$ cat config.mk
export PLATFORM = sky130hd
export DESIGN_NAME = cic_core
export DESIGN_NICKNAME = d
export VERILOG_FILES = /design/src/hdl/cic_prio.v /design/src/hdl/cic_core.v
export VERILOG_INCLUDE_DIRS = /design/src /design/src/hdl
export SDC_FILE = /design/constraint.sdc
export NUM_CORES = 1
export LEC_CHECK = 0
export ABC_AREA = 1
export BUFFER_PORTS_ARGS = -buffer_cell sky130_fd_sc_hd__buf_4
export CAP_MARGIN = 20
export CORE_ASPECT_RATIO = 1.1
export CORE_MARGIN = 3
export CORE_UTILIZATION = 57
export CTS_CLUSTER_SIZE = 30
export DETAILED_ROUTE_END_ITERATION = 8
export HOLD_SLACK_MARGIN = 0.02
export PLACE_DENSITY_LB_ADDON = 0.15
export SETUP_SLACK_MARGIN = 0.05
export SLEW_MARGIN = 40
export SYNTH_ARGS = -nofsm -noshare
export SYNTH_HDL_FRONTEND = slang
export SYNTH_SLANG_ARGS = --single-unit
$ cat constraint.sdc
create_clock -name core_clk_i -period 2.5 [get_ports core_clk_i]
set_input_delay 0.375 -clock core_clk_i [delete_from_list [all_inputs] [get_ports core_clk_i]]
set_output_delay 0.375 -clock core_clk_i [all_outputs]
set_load 0.02 [all_outputs]
$ cat src/hdl/cic_regs.vh
`ifndef CIC_REGS_VH
`define CIC_REGS_VH
// Port select (address line)
`define CIC_PORT_LOW        1'b0
`define CIC_PORT_HIGH       1'b1
// Mode word fields
`define CIC_MODE_INIT_BIT   4
`define CIC_MODE_NEED4_BIT  0
`define CIC_MODE_SINGLE_BIT 1
`define CIC_MODE_LEVEL_BIT  3
// Processor mode word fields
`define CIC_PM_WIDE_BIT     0
`define CIC_PM_AUTOEOI_BIT  1
`define CIC_PM_BUF_LO_BIT   2
`define CIC_PM_BUF_HI_BIT   3
`define CIC_PM_SFNM_BIT     4
// Operation command values
`define CIC_CMD_NS_EOI      8'h20
`define CIC_CMD_SEL_MASK    8'h18
`define CIC_CMD_SEL_OPERATION_COMMAND_WORD    8'h00
// Reset values
`define CIC_MASK_RESET      8'h00
`define CIC_BYTE_ZERO       8'h00
`define CIC_VEC_LOW_MASK    8'hf8
// Glitch input number
`define CIC_GLITCH_IN       3'h7
// Init sequence states
`define CIC_ST_READY        3'h0
`define CIC_ST_BASE         3'h1
`define CIC_ST_CASC         3'h2
`define CIC_ST_PMODE        3'h3
`endif

$ cat src/hdl/cic_prio.v
`timescale 1ns/1ps
`default_nettype none
// Lowest-numbered set bit wins (input 0 highest)
module cic_prio (
    input  wire [7:0] vec_i,
    output reg        any_o,
    output reg  [2:0] num_o
);
    integer k;
    always @* begin
        any_o = 1'b0;
        num_o = 3'h0;
        for (k = 7; k >= 0; k = k - 1) begin
            if (vec_i[k]) begin
                any_o = 1'b1;
                num_o = k[2:0];
            end
        end
    end
endmodule // cic_prio
`default_nettype wire

$ cat src/hdl/cic_core.v
// Summary of operation
// - Low port bit4 write starts initialization
// - Mode bit0 set expects processor word
// - Mode bit1 clear means cascade word
// - Mode bit3 clear selects edge triggering
// - First high write stores base vector
// - Vector is base ORed input number
// - Cascade mode: second high write cascade
// - Master: cascade bits mark slave inputs
// - Slave: cascade word holds 3-bit identity
// - Processor word bit0 selects wide protocol
// - No auto clear; only EOI or starting initialization clears
// - Bits2,3 nonbuffered; bit4 special nesting off
// - Starting initialization clears the mask
// - Later high writes load the mask
// - Mask bit masks input; readable
// - Lost request answers input 7, no service
// - Fully nested: highest pending first
// - Nonspecific EOI clears highest in-service
// - Higher request re-raises request output
// - Nonspecific EOI command is 0x20
// - First acknowledge sets service, clears edge-mode request
`timescale 1ns/1ps
`default_nettype none
`include "cic_regs.vh"
module cic_core (
    input  wire       core_clk_i,
    input  wire       rstn_i,
    input  wire       wr_i,
    input  wire       rd_i,
    input  wire       addr_i,
    input  wire [7:0] wdata_i,
    input  wire       slave_sel_i,
    input  wire [7:0] irq_i,
    input  wire       ack_i,
    input  wire [2:0] cas_i,
    output reg  [7:0] rdata_o,
    output reg        int_o,
    output reg  [7:0] vec_o,
    output reg        vec_valid_o,
    output reg  [2:0] cas_o,
    output reg        cas_oe_o,
    output reg        wide_mode_o,
    output reg  [7:0] isr_o
);
    reg  [2:0] init_st_reg;
    reg  [7:0] mode_reg;
    reg  [7:0] base_reg;
    reg  [7:0] casc_reg;
    reg  [7:0] pmode_reg;
    reg  [7:0] mask_reg;
    reg  [7:0] irr_reg;
    reg  [7:0] isr_reg;
    reg  [7:0] irq_prev_reg;
    reg        ack_prev_reg;
    reg        ack_phase_reg;
    reg  [2:0] sel_reg;
    reg        sel_valid_reg;
    reg  [7:0] isr_next;
    reg        int_next;
    reg  [7:0] rdata_next;

    function [7:0] onehot;
        input [2:0] n;
        begin
            onehot = 8'h01 << n;
        end
    endfunction

    function port_is;
        input a;
        input p;
        begin
            port_is = (a == p);
        end
    endfunction

    // Vector of one input: base with input number
    function [7:0] vec_of;
        input [2:0] n;
        begin
            vec_of = base_reg | {5'h00, n};
        end
    endfunction

    // Port and command decode
    wire       wr_low   = wr_i && port_is(addr_i, `CIC_PORT_LOW);
    wire       wr_high  = wr_i && port_is(addr_i, `CIC_PORT_HIGH);
    wire       init_go  = wr_low && wdata_i[`CIC_MODE_INIT_BIT];
    wire       eoi_cmd  = wr_low && !wdata_i[`CIC_MODE_INIT_BIT] &&
                          (wdata_i == `CIC_CMD_NS_EOI);
    wire       level    = mode_reg[`CIC_MODE_LEVEL_BIT];
    wire       cascaded = !mode_reg[`CIC_MODE_SINGLE_BIT];
    wire       slave_hit = !cascaded ||
                           (cas_i == casc_reg[2:0]);
    wire       ack_rise = ack_i && !ack_prev_reg;
    wire       ack_take = ack_rise && !ack_phase_reg;
    wire       ack_give = ack_rise && ack_phase_reg;
    wire [7:0] edge_hit = irq_i & ~irq_prev_reg;
    wire [7:0] req_vec  = level ? irq_i : irr_reg;
    wire [7:0] pend     = req_vec & ~mask_reg;
    wire       p_any;
    wire [2:0] p_num;
    wire       s_any;
    wire [2:0] s_num;
    wire       p_beats;
    wire [7:0] casc_eff;
    wire [7:0] irr_set;
    wire [7:0] irr_clr;

    cic_prio u_pend (
        .vec_i (pend),
        .any_o (p_any),
        .num_o (p_num)
    );
    cic_prio u_serv (
        .vec_i (isr_reg),
        .any_o (s_any),
        .num_o (s_num)
    );

    // In-service inputs block equal and lower priority
    assign p_beats  = p_any && (!s_any || (p_num < s_num));
    assign casc_eff = cascaded ? casc_reg : `CIC_BYTE_ZERO;

    // Per-input request latch controls
    genvar gi;
    generate
        for (gi = 0; gi < 8; gi = gi + 1) begin : g_req
            assign irr_set[gi] = !level && edge_hit[gi];
            assign irr_clr[gi] = ack_take && p_any && !level &&
                                 (p_num == gi);
        end
    endgenerate

    // In-service update: acknowledge set after EOI clear
    always @* begin
        isr_next = isr_reg;
        if (eoi_cmd && s_any)
            isr_next = isr_next & ~onehot(s_num);
        if (ack_take && p_any)
            isr_next = isr_next | onehot(p_num);
    end

    // Request output held off during init and acknowledge
    always @* begin
        int_next = (init_st_reg == `CIC_ST_READY) && p_beats &&
                   !ack_phase_reg;
        if (ack_take)
            int_next = 1'b0;
    end

    // Read port select
    always @* begin
        rdata_next = rdata_o;
        if (rd_i)
            rdata_next = port_is(addr_i, `CIC_PORT_HIGH) ? mask_reg
                                                         : isr_reg;
    end

    // Initialization sequencer
    always @(posedge core_clk_i) begin
        if (!rstn_i) begin
            init_st_reg <= `CIC_ST_READY;
            mode_reg    <= `CIC_BYTE_ZERO;
            base_reg    <= `CIC_BYTE_ZERO;
            casc_reg    <= `CIC_BYTE_ZERO;
            pmode_reg   <= `CIC_BYTE_ZERO;
            mask_reg    <= `CIC_MASK_RESET;
        end else if (init_go) begin
            mode_reg    <= wdata_i;
            mask_reg    <= `CIC_MASK_RESET;
            pmode_reg   <= `CIC_BYTE_ZERO;
            init_st_reg <= `CIC_ST_BASE;
        end else if (wr_high) begin
            case (init_st_reg)
                `CIC_ST_BASE: begin
                    base_reg <= wdata_i;
                    if (cascaded)
                        init_st_reg <= `CIC_ST_CASC;
                    else if (mode_reg[`CIC_MODE_NEED4_BIT])
                        init_st_reg <= `CIC_ST_PMODE;
                    else
                        init_st_reg <= `CIC_ST_READY;
                end
                `CIC_ST_CASC: begin
                    casc_reg <= wdata_i;
                    if (mode_reg[`CIC_MODE_NEED4_BIT])
                        init_st_reg <= `CIC_ST_PMODE;
                    else
                        init_st_reg <= `CIC_ST_READY;
                end
                `CIC_ST_PMODE: begin
                    pmode_reg   <= wdata_i;
                    init_st_reg <= `CIC_ST_READY;
                end
                `CIC_ST_READY: begin
                    mask_reg <= wdata_i;
                end
                default: begin
                    init_st_reg <= `CIC_ST_READY;
                end
            endcase
        end
    end

    // Input and acknowledge history for edge detection
    always @(posedge core_clk_i) begin
        if (!rstn_i) begin
            irq_prev_reg <= `CIC_BYTE_ZERO;
            ack_prev_reg <= 1'b0;
        end else begin
            irq_prev_reg <= irq_i;
            ack_prev_reg <= ack_i;
        end
    end

    // Request and in-service registers
    always @(posedge core_clk_i) begin
        if (!rstn_i || init_go) begin
            irr_reg <= `CIC_BYTE_ZERO;
            isr_reg <= `CIC_BYTE_ZERO;
        end else begin
            // Edge capture: set wins over acknowledge clear
            irr_reg <= (irr_reg & ~irr_clr) | irr_set;
            isr_reg <= isr_next;
        end
    end

    // Acknowledge phase, selection and request output
    always @(posedge core_clk_i) begin
        if (!rstn_i) begin
            ack_phase_reg <= 1'b0;
            sel_reg       <= 3'h0;
            sel_valid_reg <= 1'b0;
            int_o         <= 1'b0;
        end else if (init_go) begin
            ack_phase_reg <= 1'b0;
            sel_valid_reg <= 1'b0;
            int_o         <= 1'b0;
        end else begin
            int_o <= int_next;
            if (ack_take) begin
                ack_phase_reg <= 1'b1;
                if (p_any) begin
                    sel_reg       <= p_num;
                    sel_valid_reg <= 1'b1;
                end else begin
                    sel_reg       <= `CIC_GLITCH_IN;
                    sel_valid_reg <= 1'b0;
                end
            end else if (ack_give) begin
                ack_phase_reg <= 1'b0;
            end
        end
    end

    // Second acknowledge: vector or cascade address
    always @(posedge core_clk_i) begin
        if (!rstn_i) begin
            vec_o       <= `CIC_BYTE_ZERO;
            vec_valid_o <= 1'b0;
            cas_o       <= 3'h0;
            cas_oe_o    <= 1'b0;
        end else if (init_go) begin
            vec_valid_o <= 1'b0;
            cas_oe_o    <= 1'b0;
        end else begin
            vec_valid_o <= 1'b0;
            if (ack_give) begin
                if (slave_sel_i) begin
                    if (slave_hit) begin
                        vec_o       <= vec_of(sel_reg);
                        vec_valid_o <= 1'b1;
                    end
                end else if (casc_eff[sel_reg] && sel_valid_reg) begin
                    cas_o    <= sel_reg;
                    cas_oe_o <= 1'b1;
                end else begin
                    vec_o       <= vec_of(sel_reg);
                    vec_valid_o <= 1'b1;
                end
            end else if (!ack_i && !ack_phase_reg) begin
                cas_oe_o <= 1'b0;
            end
        end
    end

    // Register read data
    always @(posedge core_clk_i) begin
        if (!rstn_i)
            rdata_o <= `CIC_BYTE_ZERO;
        else
            rdata_o <= rdata_next;
    end

    // Processor mode status
    always @(posedge core_clk_i) begin
        if (!rstn_i)
            wide_mode_o <= 1'b0;
        else
            wide_mode_o <= pmode_reg[`CIC_PM_WIDE_BIT];
    end

    // In-service copy
    always @(posedge core_clk_i) begin
        if (!rstn_i)
            isr_o <= `CIC_BYTE_ZERO;
        else
            isr_o <= isr_reg;
    end
endmodule // cic_core
`default_nettype wire

# ---- Word level (Yosys, flattened, before mapping)
# Cells that the tools add are included.
dict set report totals {
  regBits 93
  latchBits 0
  ram_bits 0
  rom_bits 0
  output_inout_bits 31
  word_cells 178
  n_memories 0
}
dict set report op_classes {
  n_addsub 0
  multipliers 0
  div_mod_pow 0
  n_lt_le_gt_ge 2
  n_eq_ne 17
  n_shift 2
  n_mux 58
  bitwise 17
  n_reduce_logical 60
}
# op n
set ops {}
lappend ops {{8-bit 2-to-1 mux} 8}
lappend ops {{3-bit 2-to-1 mux} 17}
lappend ops {{8-bit bitwise AND} 4}
lappend ops {{1-bit logical AND} 32}
lappend ops {{8-bit NOT} 4}
lappend ops {{1-bit 2-to-1 mux} 29}
lappend ops {{8-bit OR} 2}
lappend ops {{1-bit by 3-bit left shift with 8-bit output (first input constant)} 2}
lappend ops {{3-bit by 2-bit == test with 1-bit output (second input constant)} 4}
lappend ops {{3-bit == test (second input constant)} 4}
lappend ops {{2-bit AND reduction} 5}
lappend ops {{3-bit one-hot mux with 3 select lines} 1}
lappend ops {{3-bit AND reduction} 3}
lappend ops {{8-bit by 6-bit == test with 1-bit output (second input constant)} 1}
lappend ops {{8-bit by 3-bit OR with 8-bit output} 1}
lappend ops {{4-bit AND reduction} 2}
lappend ops {{1-bit zero test} 7}
lappend ops {{3-bit by 1-bit == test with 1-bit output (second input constant)} 2}
lappend ops {{3-bit zero test} 2}
lappend ops {{2-bit != test (second input constant)} 3}
lappend ops {{1-bit NOT} 6}
lappend ops {{2-bit nonzero test} 3}
lappend ops {{3-bit OR reduction} 2}
lappend ops {{3-bit by 4-bit < comparator with 1-bit output (second input constant)} 1}
lappend ops {{other kinds (7)} 11}

# ---- Depth between registers and ports, before layout
# Gate-level depths: netlist of run 1.
dict set report logic_depth {
  depth_word 16
  ltp_mapped 15
  mapped_depth_nobuf 15
}

# ---- Cells and area by module
# From an unflattened synthesis of run 1, not the netlist that was laid out.
dict set report unflattened {
  hier_cells 568
  area_unflattened_um2 4081.4
}
# mod instances cells_per_inst area_each_um2
set modules_own_cells {}
lappend modules_own_cells {cic_core 1 524 3883.7}
lappend modules_own_cells {cic_prio 2 22 98.8}

# ---- Worst setup path after synthesis of run 1
# OpenSTA, ideal clock, no wires.
dict set report synth_path {
  path_kind {register to register}
  startpoint {register mode_reg[3]}
  endpoint {register int_o}
  setup_time_ps 70
  t_arrival_ps 1675
  slack_ps 755
  stages_incl_launch_ff 13
  path_buffers 1
  synth_period_minus_slack_ps 1745
  path_cell_list {dfxtp_1 > inv_2 > buf_6 > o211ai_2 > nand2_2 > nor2_2 > inv_2 > nand2_4 > inv_2 > ha_1 > a21oi_1 > nand2_1 > a21oi_1}
}
dict set report synth_between {
  elab_chain_len 15
}
# element line_no
set synth_rtl {}
lappend synth_rtl {{start, declared} cic_core.v:47} ;# reg [7:0] mode_reg;
lappend synth_rtl {{start signal, assigned} cic_core.v:165} ;# mode_reg <= `CIC_BYTE_ZERO;
lappend synth_rtl {{start signal, assigned} cic_core.v:171} ;# mode_reg <= wdata_i;
lappend synth_rtl {{8-bit 2-to-1 mux *} cic_core.v:100} ;# wire [7:0] req_vec = level ? irq_i : irr_reg;
lappend synth_rtl {{8-bit bitwise AND *} cic_core.v:101} ;# wire [7:0] pend = req_vec & ~mask_reg;
lappend synth_rtl {{3-bit 2-to-1 mux (8 in series)} cic_prio.v:14} ;# if (vec_i[k]) begin
lappend synth_rtl {{3-bit < comparator} cic_core.v:123} ;# assign p_beats = p_any && (!s_any || (p_num < s_num));
lappend synth_rtl {{1-bit logical OR} cic_core.v:123}
lappend synth_rtl {{1-bit logical AND *} cic_core.v:123}
lappend synth_rtl {{1-bit logical AND * (2 in series)} cic_core.v:147} ;# int_next = (init_st_reg == `CIC_ST_READY) && p_beats &&
lappend synth_rtl {{end signal, assigned} cic_core.v:242} ;# int_o <= int_next;
lappend synth_rtl {{end, declared} cic_core.v:38} ;# output reg int_o,
# Every way passes the cells marked *; elsewhere a longest branch is shown, timed or not.
# A chain may end at the register's enable or synchronous reset.

# ---- Worst setup path after layout of run 1
# Ends and elaborated chain as after synthesis.

==> results of run 1 <==
[worst min-delay path by stage]
stage / end / slack (ps) / cells after the start / startpoint
floorplan: wide_mode_o$_SDFF_PN0_ / 410 / 2 / pmode_reg[0]$_SDFFE_PP0P_
global placement: wide_mode_o$_SDFF_PN0_ / 430 / 2 / pmode_reg[0]$_SDFFE_PP0P_
detailed placement: wide_mode_o$_SDFF_PN0_ / 430 / 2 / pmode_reg[0]$_SDFFE_PP0P_
CTS: irq_prev_reg[7]$_SDFF_PN0_ / 180 / 3 / irq_i[7]
global route: irq_prev_reg[7]$_SDFF_PN0_ / 200 / 3 / irq_i[7]
finish: irq_prev_reg[7]$_SDFF_PN0_ / 200 / 3 / irq_i[7]
[power by group through the flow]
stage | Sequential [µW] | Combinational, µW | Clock, µW
detailed placement | 1590 | 511 | 0
finish | 1560 | 516 | 1110
floorplan | 1600 | 347 | 0
global route | 1570 | 586 | 1190
global placement | 1590 | 501 | 0
CTS | 1560 | 514 | 1130
[cells in the mapped netlist]
cell        n  area [µm²]
clkbuf_1   17        63.8
a31oi_1     2        12.5
xnor2_1     3        26.3
and2_1      1        6.26
o21ai_1     2        10.0
a21oi_1    64         320
nand3b_1    5        37.5
dfxtp_1    91        1820
nand3_2     1        10.0
a221oi_1    2        17.5
nand3_1    21         105
nand2_1   101         379
clkinv_1    1        3.75
nor3_2      1        10.0
nor2_2      4        25.0
a22oi_1     1        7.51
nand2_2     8        50.1
inv_2       6        22.5
inv_1      80         300
ha_1        6        75.1
o211ai_2    1        12.5
o21ai_2     2        17.5
buf_6       3        33.8
o21bai_1    2        15.0
nor4_1      1        6.26
nand4_1     8        50.1
nor2_4      2        22.5
o211ai_1   16         120
o31ai_1     4        30.0
nand2_4     2        22.5
nor3_1      9        45.0
o21ai_0    36         180
or2_2       1        6.26
clkbuf_2    1        5.00
nor2_1     38         143
[area by class of cell]
class	instances	area [µm²]
Clock inverter	6	96.3
Clock buffer	10	128
Fill cell	588	2040
Sequential cell	91	1820
Inverter	87	327
Tap cell	82	103
Timing Repair Buffer	58	435
Multi-Input combinational cell	344	1760
[metrics by stage]
stage          std cells  power [µW]  area (µm²)
2_1_floorplan        543        1950        4010
3_3_place_gp         662        2090        4450
3_5_place_dp         662        2100        4450
4_1_cts              678        3200        4670
5_1_grt              678        3340        4670
6_report             678        3190        4670
[worst register-to-register path, cell delays in order, from the launching register on]
cell     delay [ps]
dfxtp_1         410
inv_2           170
o21ai_0         330
nand2_2         130
nor2_4          190
nand2_4          90
inv_2           120
ha_1            250
a21oi_1         160
nand2_1          70
a21oi_1         120
[per-layer routing]
metal	global-route usage	wire [µm]
met1	0.286	3930
met2	0.434	4780
met4	0.117	203
met5	0	0
met3	0.0351	490
[logic make-up (layout without fill, tap and decap cells)]
family                   count (synthesis)  in the layout  share of synthesized area
AO/OA/AOI/OAI                          132            132                      0.185
XOR/XNOR                                 3              3                    0.00655
adder cells (fa/ha/maj)                  6              6                     0.0187
buffers and inverters                  108            161                      0.107
flip-flops                              91             91                      0.454
AND/OR/NAND/NOR                        203            203                      0.229
[layout by cell type (no fill, tap or decap), types with 5 or more instances in the layout]
cell      instances
nor3_1            9
o211ai_1         16
clkbuf_8          9
dfxtp_1          91
nand3b_1          5
nor2_1           38
nand2_1         101
ha_1              6
nand4_1           8
o21ai_0          36
nand3_1          21
a21oi_1          64
nand2_2           8
inv_1            80
inv_2             6
buf_4            58
==> impl_metrics.env, run 1 <==
export IMPL_critical_path_cell_count=10
export IMPL_ant_nets=0
export IMPL_clock_skew_ps=9.75
export IMPL_period_share=0.838
export IMPL_post_place_ws_ps=448
export IMPL_synth_area_um2=4010
export IMPL_peakVddDrop_v=0.000490
export IMPL_drcViolationCount=0
export IMPL_antenna_cells=0
export IMPL_critPathRequiredTime_ps=2790
export IMPL_pwr_share_comb=0.162
export IMPL_crit_path_start_kind="flip-flop"
export IMPL_clkPwrFrac=0.349
export IMPL_setup_viol=0
export IMPL_cap_viol_max_count=0
export IMPL_antenna_found_initial=0
export IMPL_first_iter_violations=146
export IMPL_cts_tree="built"
export IMPL_final_util=0.696
export IMPL_row_count=31
export IMPL_grt_max_degree=52
export IMPL_final_nets=623
export IMPL_core_area_um2=6710
export IMPL_grtUsageTotal=0.245
export IMPL_clkTransAtPathRegs_ps=90
export IMPL_wl_um=9400
export IMPL_cts_sinks=91
export IMPL_netlist_instances=543
export IMPL_critPathBufInv=2
export IMPL_num_io_pins=57
export IMPL_slowest_stage="dfxtp_1"
export IMPL_ff2ff_setup_slack_ps=410
export IMPL_outcome="completed"
export IMPL_yosysSeqAreaShare=0.454
export IMPL_clk_latency_ps=360
export IMPL_io_buffers=56
export IMPL_path_cells="inv_2, o21ai_0, nand2_2, nor2_4, nand2_4, inv_2, ha_1, a21oi_1, nand2_1, a21oi_1"
export IMPL_rsz0062_at_grt="false"
export IMPL_die_width_um=86.0
export IMPL_cp_end_kind="flip-flop"
export IMPL_intPower_uw=2270
export IMPL_clock_root_buffer="clkbuf_8"
export IMPL_yosysWarnings=0
export IMPL_cts_resized=0
export IMPL_clock_fmax_mhz=477
export IMPL_layout_drive_gt1_share=0.169
export IMPL_slowest_delay_ps=410
export IMPL_whs_ps=196
export IMPL_swShare=0.287
export IMPL_rr_worst_depth=10
export IMPL_cts_buffer_depth=2
export IMPL_overflow=0
export IMPL_critPathMaxFanout=16
export IMPL_setup_tns_ps=0
export IMPL_cellLeakagePower_uw=0.00210
export IMPL_grt_pass1_vias=3434
export IMPL_r2r_start="mode_reg[3]$_SDFFE_PN0P_"
export IMPL_ys_seq_elements=91
export IMPL_postCtsHoldBufs=0
export IMPL_min_path_type="input pin to flip-flop"
export IMPL_power_per_cell_area_nw_per_um2=682
export IMPL_fin_ws_ps=405
export IMPL_h_tree_depth=3
export IMPL_gp_congestion=0.967
export IMPL_synth_area_per_cell_um2=7.39
export IMPL_relSlewSlack=0.622
export IMPL_via_per_inst=5.33
export IMPL_crit_path_end="int_o$_SDFF_PP0_"
export IMPL_worstMarginPinSlew_ps=562
export IMPL_synth_fp_nets=575
export IMPL_num_vias=3617
export IMPL_power_frac_seq=0.489
export IMPL_cp_arrival_ps=2390
export IMPL_initial_utilization=0.598
export IMPL_area_growth_pct=16.4
export IMPL_crit_type="flip-flop to flip-flop"
export IMPL_cts_buffers=9
export IMPL_cp_top_family="compound AO/OA/AOI/OAI gates"
export IMPL_hpwl_um=6920
export IMPL_postCtsSetupBuffers=0
export IMPL_switching_power_uw=916
export IMPL_dieArea_um2=8090
export IMPL_die_h_um=94.0
export IMPL_yosysUniqueCellTypes=35
export IMPL_wl_per_cell_um=13.9
export IMPL_final_min_clock_period_ps=2090
export IMPL_cp_startpoint="mode_reg[3]$_SDFFE_PN0P_"
export IMPL_drt_first_pass_iters=4
export IMPL_grt_pass1_wl_um=15500
export IMPL_r2r_end="int_o$_SDFF_PP0_"
export IMPL_final_max_slew_viol_count=0
export IMPL_finalHoldViolations=0
Power figures use the tool's default switching activity.
==> run 2: changes to the inputs <==
--- a/config.mk
+++ b/config.mk
@@ -6,7 +6,7 @@
 export SDC_FILE = /design/constraint.sdc
 export NUM_CORES = 1
 export LEC_CHECK = 0
-export ABC_AREA = 1
+export ABC_AREA = 0
 export BUFFER_PORTS_ARGS = -buffer_cell sky130_fd_sc_hd__buf_4
 export CAP_MARGIN = 20
 export CORE_ASPECT_RATIO = 1.1
==> constraint.sdc (replaced) <==
create_clock -name core_clk_i -period 2.17 [get_ports core_clk_i]
set_input_delay 0.3255 -clock core_clk_i [delete_from_list [all_inputs] [get_ports core_clk_i]]
set_output_delay 0.3255 -clock core_clk_i [all_outputs]
set_load 0.02 [all_outputs]
==> run 2 against run 1 <==
Against the previous run:
- the run now ends with negative setup slack left
- sequential power increased by 14%
- utilization increased by 4.9 points
- wire length increased by 10%
- register-to-register slack got worse by 420 ps
- worst setup slack got worse by 420 ps
- critical path type unchanged
- largest power group unchanged
==> impl_metrics.env, run 2 <==
export IMPL_outcome="finished with violations"
export IMPL_failed_checks="negative setup slack"
export IMPL_r2r_start="mode_reg[3]$_SDFFE_PN0P_"
export IMPL_total_power_uw=3600
export IMPL_clock_root_buffer="clkbuf_8"
export IMPL_clock_fmax_mhz=457
export IMPL_power_per_cell_area_nw_per_um2=720
export IMPL_hold_end="irq_prev_reg[3]$_SDFF_PN0_"
export IMPL_synth_top_area_share=0.453
export IMPL_clk_latency_ps=380
export IMPL_drt_first_pass_iters=4
export IMPL_num_io_pins=57
export IMPL_min_path_type="input pin to flip-flop"
export IMPL_layout_drive_gt1_share=0.270
export IMPL_antenna_cells=0
export IMPL_ys_flop_type="dfxtp_1"
export IMPL_clkTransAtPathRegs_ps=90
export IMPL_synth_common_cells="91 x dfxtp_1, 42 x mux2i_1, 29 x nand2_1"
export IMPL_holdPathStages=2
export IMPL_cellLeakagePower_uw=0.00226
export IMPL_num_vias=3422
export IMPL_path_cells="mux2i_2, buf_4, o22ai_1, nor2_2, nor3_2, ha_1, a21o_1, a211oi_2, a221oi_1, a21oi_2"
export IMPL_synth_fp_nets=450
export IMPL_grtUsageTotal=0.264
export IMPL_peakVddDrop_v=0.000454
export IMPL_yosysUniqueCellTypes=59
export IMPL_grt_pass1_wl_um=16500
export IMPL_drcViolationCount=0
export IMPL_hpwl_um=7430
export IMPL_crit_type="flip-flop to flip-flop"
export IMPL_netlist_instances=418
export IMPL_synth_top_cells_by_area="dfxtp_1 45%, mux2i_1 10%, nor2b_1 3.6%"
export IMPL_slowest_delay_ps=440
export IMPL_period_share=1.01
export IMPL_cp_arrival_ps=2440
export IMPL_ff2ff_setup_slack_ps=-20
export IMPL_synth_fa_ha_area_frac=0.0187
export IMPL_final_min_clock_period_ps=2190
export IMPL_slowest_stage="dfxtp_4"
export IMPL_area_growth_pct=24.5
export IMPL_final_cell_mix="89 x dfxtp_1, 89 x buf_4, 39 x mux2i_1"
export IMPL_place_inst=568
export IMPL_cap_viol_max_count=0
export IMPL_initial_utilization=0.599
export IMPL_cp_top_family="compound AO/OA/AOI/OAI gates"
export IMPL_cp_end_kind="flip-flop"
export IMPL_synthXorXnorAreaFrac=0.00654
export IMPL_relSlewSlack=0.609
export IMPL_worstMarginPinSlew_ps=586
export IMPL_synth_edf_count=0
export IMPL_fin_cells=586
export IMPL_synthArstFlopShare=0
export IMPL_fin_ws_ps=-16.8
export IMPL_critPathBufInv=1
export IMPL_synthMuxAreaShare=0.124
export IMPL_first_iter_violations=167
export IMPL_synth_area_leader_cell="dfxtp_1"
export IMPL_critPathMaxFanout=8
export IMPL_synth_compound_area_frac=0.159
export IMPL_yosysWarnings=0
export IMPL_final_area_um2=5000
export IMPL_placed_area_um2=4720
export IMPL_rr_worst_depth=10
export IMPL_cts_tree="built"
export IMPL_postCtsHoldBufs=0
export IMPL_synth_simple_area_share=0.207
export IMPL_final_nets=531
export IMPL_crit_path_start_kind="flip-flop"
export IMPL_grt_max_degree=70
export IMPL_final_util=0.745
export IMPL_row_count=31
export IMPL_yosysSeqAreaShare=0.453
export IMPL_h_tree_depth=3
export IMPL_cts_buffer_depth=2
export IMPL_yosysMostFrequentCell="dfxtp_1"
export IMPL_cts_buffers=9
export IMPL_wl_per_cell_um=17.7
export IMPL_r2r_end="int_o$_SDFF_PP0_"
export IMPL_ys_seq_elements=91
export IMPL_core_area_um2=6710
export IMPL_critPathRequiredTime_ps=2430
export IMPL_gp_congestion=0.913
export IMPL_grt_pass1_vias=3405
export IMPL_clock_skew_ps=11.7
export IMPL_cts_sinks=91
export IMPL_setup_tns_ps=-16.8
export IMPL_die_h_um=94.1
export IMPL_overflow=0
export IMPL_synth_area_um2=4020
export IMPL_rsz0062_at_grt="true"
export IMPL_die_width_um=86.0
export IMPL_io_buffers=56
export IMPL_setup_viol=1
export IMPL_finalHoldViolations=0
export IMPL_via_per_inst=5.84
export IMPL_synth_area_per_cell_um2=9.61
export IMPL_wl_um=10400
export IMPL_min_from="irq_i[3]"
export IMPL_synth_top_family_by_area="simple AND/OR/NAND/NOR gates"
export IMPL_ant_nets=0
export IMPL_final_max_slew_viol_count=0
export IMPL_antenna_found_initial=0
export IMPL_dieArea_um2=8090
-- run 2: cell count changes in the layout (fill, tap and decap cells not counted), moves of 10 or more --
| cell | before | now |
|---|---|---|
| and2_1 | 1 | 20 |
| buf_4 | 58 | 89 |
| inv_1 | 80 | 7 |
| a21oi_1 | 64 | 21 |
| mux2i_1 | 0 | 39 |
| o21ai_0 | 36 | 19 |
| nor2_1 | 38 | 25 |
| nor2b_1 | 0 | 23 |
| o211ai_1 | 16 | 6 |
| nand2_1 | 101 | 29 |
-- run 2: repair_timing --
item / 4_1_cts / 5_1_grt
pin swaps: 3 / 1
endpoints found under the setup margin: 10 / 5
gates resized for setup: 10 / 6
setup buffers: 2 / 0
-- run 2: power breakdown --
part	internal (µW)	switching, µW
Clock	565	679
Sequential	1730	51.9
Combinational	271	304
Total	2560	1040
-- run 2: per-layer routing --
metal,GRT usage,routed length [µm],up-vias,share of wire
li1,-,-,1661,-
met1,0.312,4340,1620,0.42
met2,0.446,5100,112,0.49
met3,0.0482,535,29,0.052
met4,0.150,403,0,0.039
met5,0,0,-,0
-- run 2: through the flow --
stage          hold WS, ps  setup slack [ps]
4_1_cts                178              29.5
5_1_grt                185              -149
2_1_floorplan          430              53.8
6_report               175             -16.8
3_3_place_gp           437              -231
3_5_place_dp           453              -299
-- run 2: how the worst max path moves through the flow --
stage / start / to / slack [ps] / cells after the start
after floorplan: mode_reg[3]$_SDFFE_PN0P_ / int_o$_SDFF_PP0_ / 50 / 10
after global placement: mode_reg[3]$_SDFFE_PN0P_ / int_o$_SDFF_PP0_ / -230 / 10
after detailed placement: mode_reg[3]$_SDFFE_PN0P_ / int_o$_SDFF_PP0_ / -300 / 9
after CTS: mode_reg[3]$_SDFFE_PN0P_ / int_o$_SDFF_PP0_ / 30 / 9
after global routing: mode_reg[3]$_SDFFE_PN0P_ / int_o$_SDFF_PP0_ / -150 / 10
final: mode_reg[3]$_SDFFE_PN0P_ / int_o$_SDFF_PP0_ / -20 / 10
-- run 2: cell type report --
| class | count | area (µm²) |
|---|---|---|
| tap | 82 | 103 |
| fill | 508 | 1710 |
| inverter | 8 | 30.0 |
| sequential | 91 | 1830 |
| multi-input combinational | 298 | 2130 |
| clock inverter | 7 | 90.1 |
| clock buffer | 9 | 124 |
| timing repair buffer | 91 | 699 |
-- run 2: worst register-to-register path, stage by stage, from the launching register on --
cell	delay (ps)
dfxtp_4	440
mux2i_2	280
buf_4	150
o22ai_1	100
nor2_2	170
nor3_2	60
ha_1	300
a21o_1	140
a211oi_2	40
a221oi_1	320
a21oi_2	80
-- run 2: logic make-up after synthesis --
| logic type | count (synthesis) |
|---|---|
| muxes | 46 |
| AOI/OAI and AO/OA | 91 |
| and+or+nand+nor | 152 |
| xor gates and xnor gates | 3 |
| DFF | 91 |
| adders and majority gates | 6 |
| buffers and inverters | 29 |
==> run 3: changes to the inputs <==
--- a/config.mk
+++ b/config.mk
@@ -14,8 +14,10 @@
 export CORE_UTILIZATION = 57
 export CTS_CLUSTER_SIZE = 30
 export DETAILED_ROUTE_END_ITERATION = 8
+export GPL_TIMING_DRIVEN = 0
 export HOLD_SLACK_MARGIN = 0.02
 export PLACE_DENSITY_LB_ADDON = 0.15
+export RECOVER_POWER = 100
 export SETUP_SLACK_MARGIN = 0.05
 export SLEW_MARGIN = 40
 export SYNTH_ARGS = -nofsm -noshare
==> run 3 against run 2 <==
Against the previous run:
- the flow still finishes with violations (negative setup slack)
- largest power group unchanged
- global-route usage is 0.65 points higher
- hold slack better by 8.8 ps
- sequential power is essentially flat
- final area is 1.4% lower
- register-to-register slack is essentially flat
- clock skew up 1.1 ps
- first-iteration DRC count up 60%
- critical endpoint unchanged
==> impl_metrics.env, run 3 (synthesis results as in run 2) <==
export IMPL_area_growth_pct=22.8
export IMPL_final_common_cell="dfxtp_1"
export IMPL_wl_per_cell_um=18.7
export IMPL_num_vias=3540
export IMPL_gp_congestion=0.912
export IMPL_first_iter_violations=267
export IMPL_initial_utilization=0.599
export IMPL_setup_tns_ps=-24.9
export IMPL_fin_ws_ps=-24.9
export IMPL_dieArea_um2=8090
export IMPL_power_per_cell_area_nw_per_um2=721
export IMPL_via_per_inst=6.07
export IMPL_grt_pass1_wl_um=17000
export IMPL_rsz0062_at_grt="true"
export IMPL_final_nets=528
export IMPL_clkTransAtPathRegs_ps=100
export IMPL_clock_root_buffer="clkbuf_8"
export IMPL_num_io_pins=57
export IMPL_cts_tree="built"
export IMPL_failed_checks="negative setup slack"
export IMPL_final_util=0.735
export IMPL_grtUsageTotal=0.271
export IMPL_peakVddDrop_v=0.000410
export IMPL_worstMarginPinSlew_ps=610
export IMPL_antenna_found_initial=0
export IMPL_min_path_type="input pin to flip-flop"
export IMPL_ant_nets=0
export IMPL_critPathRequiredTime_ps=2480
export IMPL_period_share=1.01
export IMPL_antenna_cells=0
export IMPL_hpwl_um=7420
export IMPL_relSlewSlack=0.594
export IMPL_crit_type="flip-flop to flip-flop"
export IMPL_placed_area_um2=4540
export IMPL_die_h_um=94.1
export IMPL_cts_sinks=91
export IMPL_setup_viol=1
export IMPL_drcViolationCount=0
export IMPL_row_count=31
export IMPL_cp_end_kind="flip-flop"
export IMPL_h_tree_depth=3
export IMPL_drt_first_pass_iters=6
export IMPL_io_buffers=53
export IMPL_clock_fmax_mhz=456
export IMPL_ff2ff_setup_slack_ps=-20
export IMPL_finalHoldViolations=0
export IMPL_final_area_um2=4930
export IMPL_clk_latency_ps=370
export IMPL_final_cell_mix="89 x dfxtp_1, 47 x clkbuf_1, 35 x mux2i_1, 35 x buf_4, 29 x nand2_1"
export IMPL_cap_viol_max_count=0
export IMPL_critPathMaxFanout=5
export IMPL_cts_buffers=9
export IMPL_wl_um=10900
export IMPL_cellLeakagePower_uw=0.00205
export IMPL_grt_pass1_vias=3434
export IMPL_final_min_clock_period_ps=2190
export IMPL_final_max_slew_viol_count=0
export IMPL_grt_max_degree=16
export IMPL_die_width_um=86.0
export IMPL_overflow=0
export IMPL_core_area_um2=6710
export IMPL_outcome="finished with violations"
export IMPL_crit_path_start_kind="flip-flop"
export IMPL_layout_drive_gt1_share=0.188
export IMPL_postCtsHoldBufs=0
export IMPL_cp_arrival_ps=2500
export IMPL_clock_skew_ps=12.8
export IMPL_cts_buffer_depth=2
## run 3: cell count changes in the layout (fill, tap and decap cells not counted), sizes merged
cell      before  now
buf           91   40
inv           12    9
clkbuf         9   60
clkinvlp       0    2
clkinv         2    1
bufinv         1    0
## run 3: through the flow
step / setup slack (ps) / hold slack (ps) / power (µW) / std cells
final: -24.9 / 183 / 3560 / 583
after floorplan: 53.8 / 430 / 2140 / 418
after global routing: -130 / 177 / 3680 / 583
after CTS: -10.5 / 178 / 3510 / 581
after detailed placement: -313 / 454 / 2300 / 553
after global placement: -334 / 435 / 2290 / 553
## run 3: final timing paths
| check | start | endpoint | depth (start not counted) |
|---|---|---|---|
| min reg2reg | vec_o[5]$_SDFFE_PN0P_ | vec_o[5]$_SDFFE_PN0P_ | 2 |
| min | irq_i[7] | irq_prev_reg[7]$_SDFF_PN0_ | 2 |
| max | mode_reg[3]$_SDFFE_PN0P_ | int_o$_SDFF_PP0_ | 10 |
| max reg2reg | mode_reg[3]$_SDFFE_PN0P_ | int_o$_SDFF_PP0_ | 10 |
## run 3: cell type report
cell class	count	area, µm²
inverters	8	32.5
flip-flops and latches	91	1830
multi-input cells	298	2270
clock buffers	12	165
well taps	82	103
clock inverters	4	32.5
repair buffers	68	394
fillers	526	1780
plain buffers	20	110
## run 3: worst max-delay path, stage by stage (launching register included)
cell	delay, ps
dfxtp_4	380
buf_12	150
mux2i_4	310
o22ai_4	130
nor2_4	160
nor3_2	60
ha_1	300
a21o_1	170
a211oi_2	220
nand3_1	110
a21oi_1	140
## run 3: routing by layer
layer | wire length (µm) | track usage
met2 | 5380 | 0.451
met3 | 749 | 0.0518
met1 | 4430 | 0.332
met4 | 332 | 0.136
met5 | 0 | 0
## run 3: timing repair
item                                    CTS  global route
pin swaps                                13             8
buffers inserted                         11             3
gates cloned                              1             0
gates resized for setup                  35             8
endpoints found under the setup margin   10            11
## run 3: power breakdown
part | switching [µW] | leakage, µW | internal [µW]
combinational | 340 | 0.00122 | 279
sequential | 63.7 | 0.000743 | 1730
clock | 628 | 0.0000952 | 517
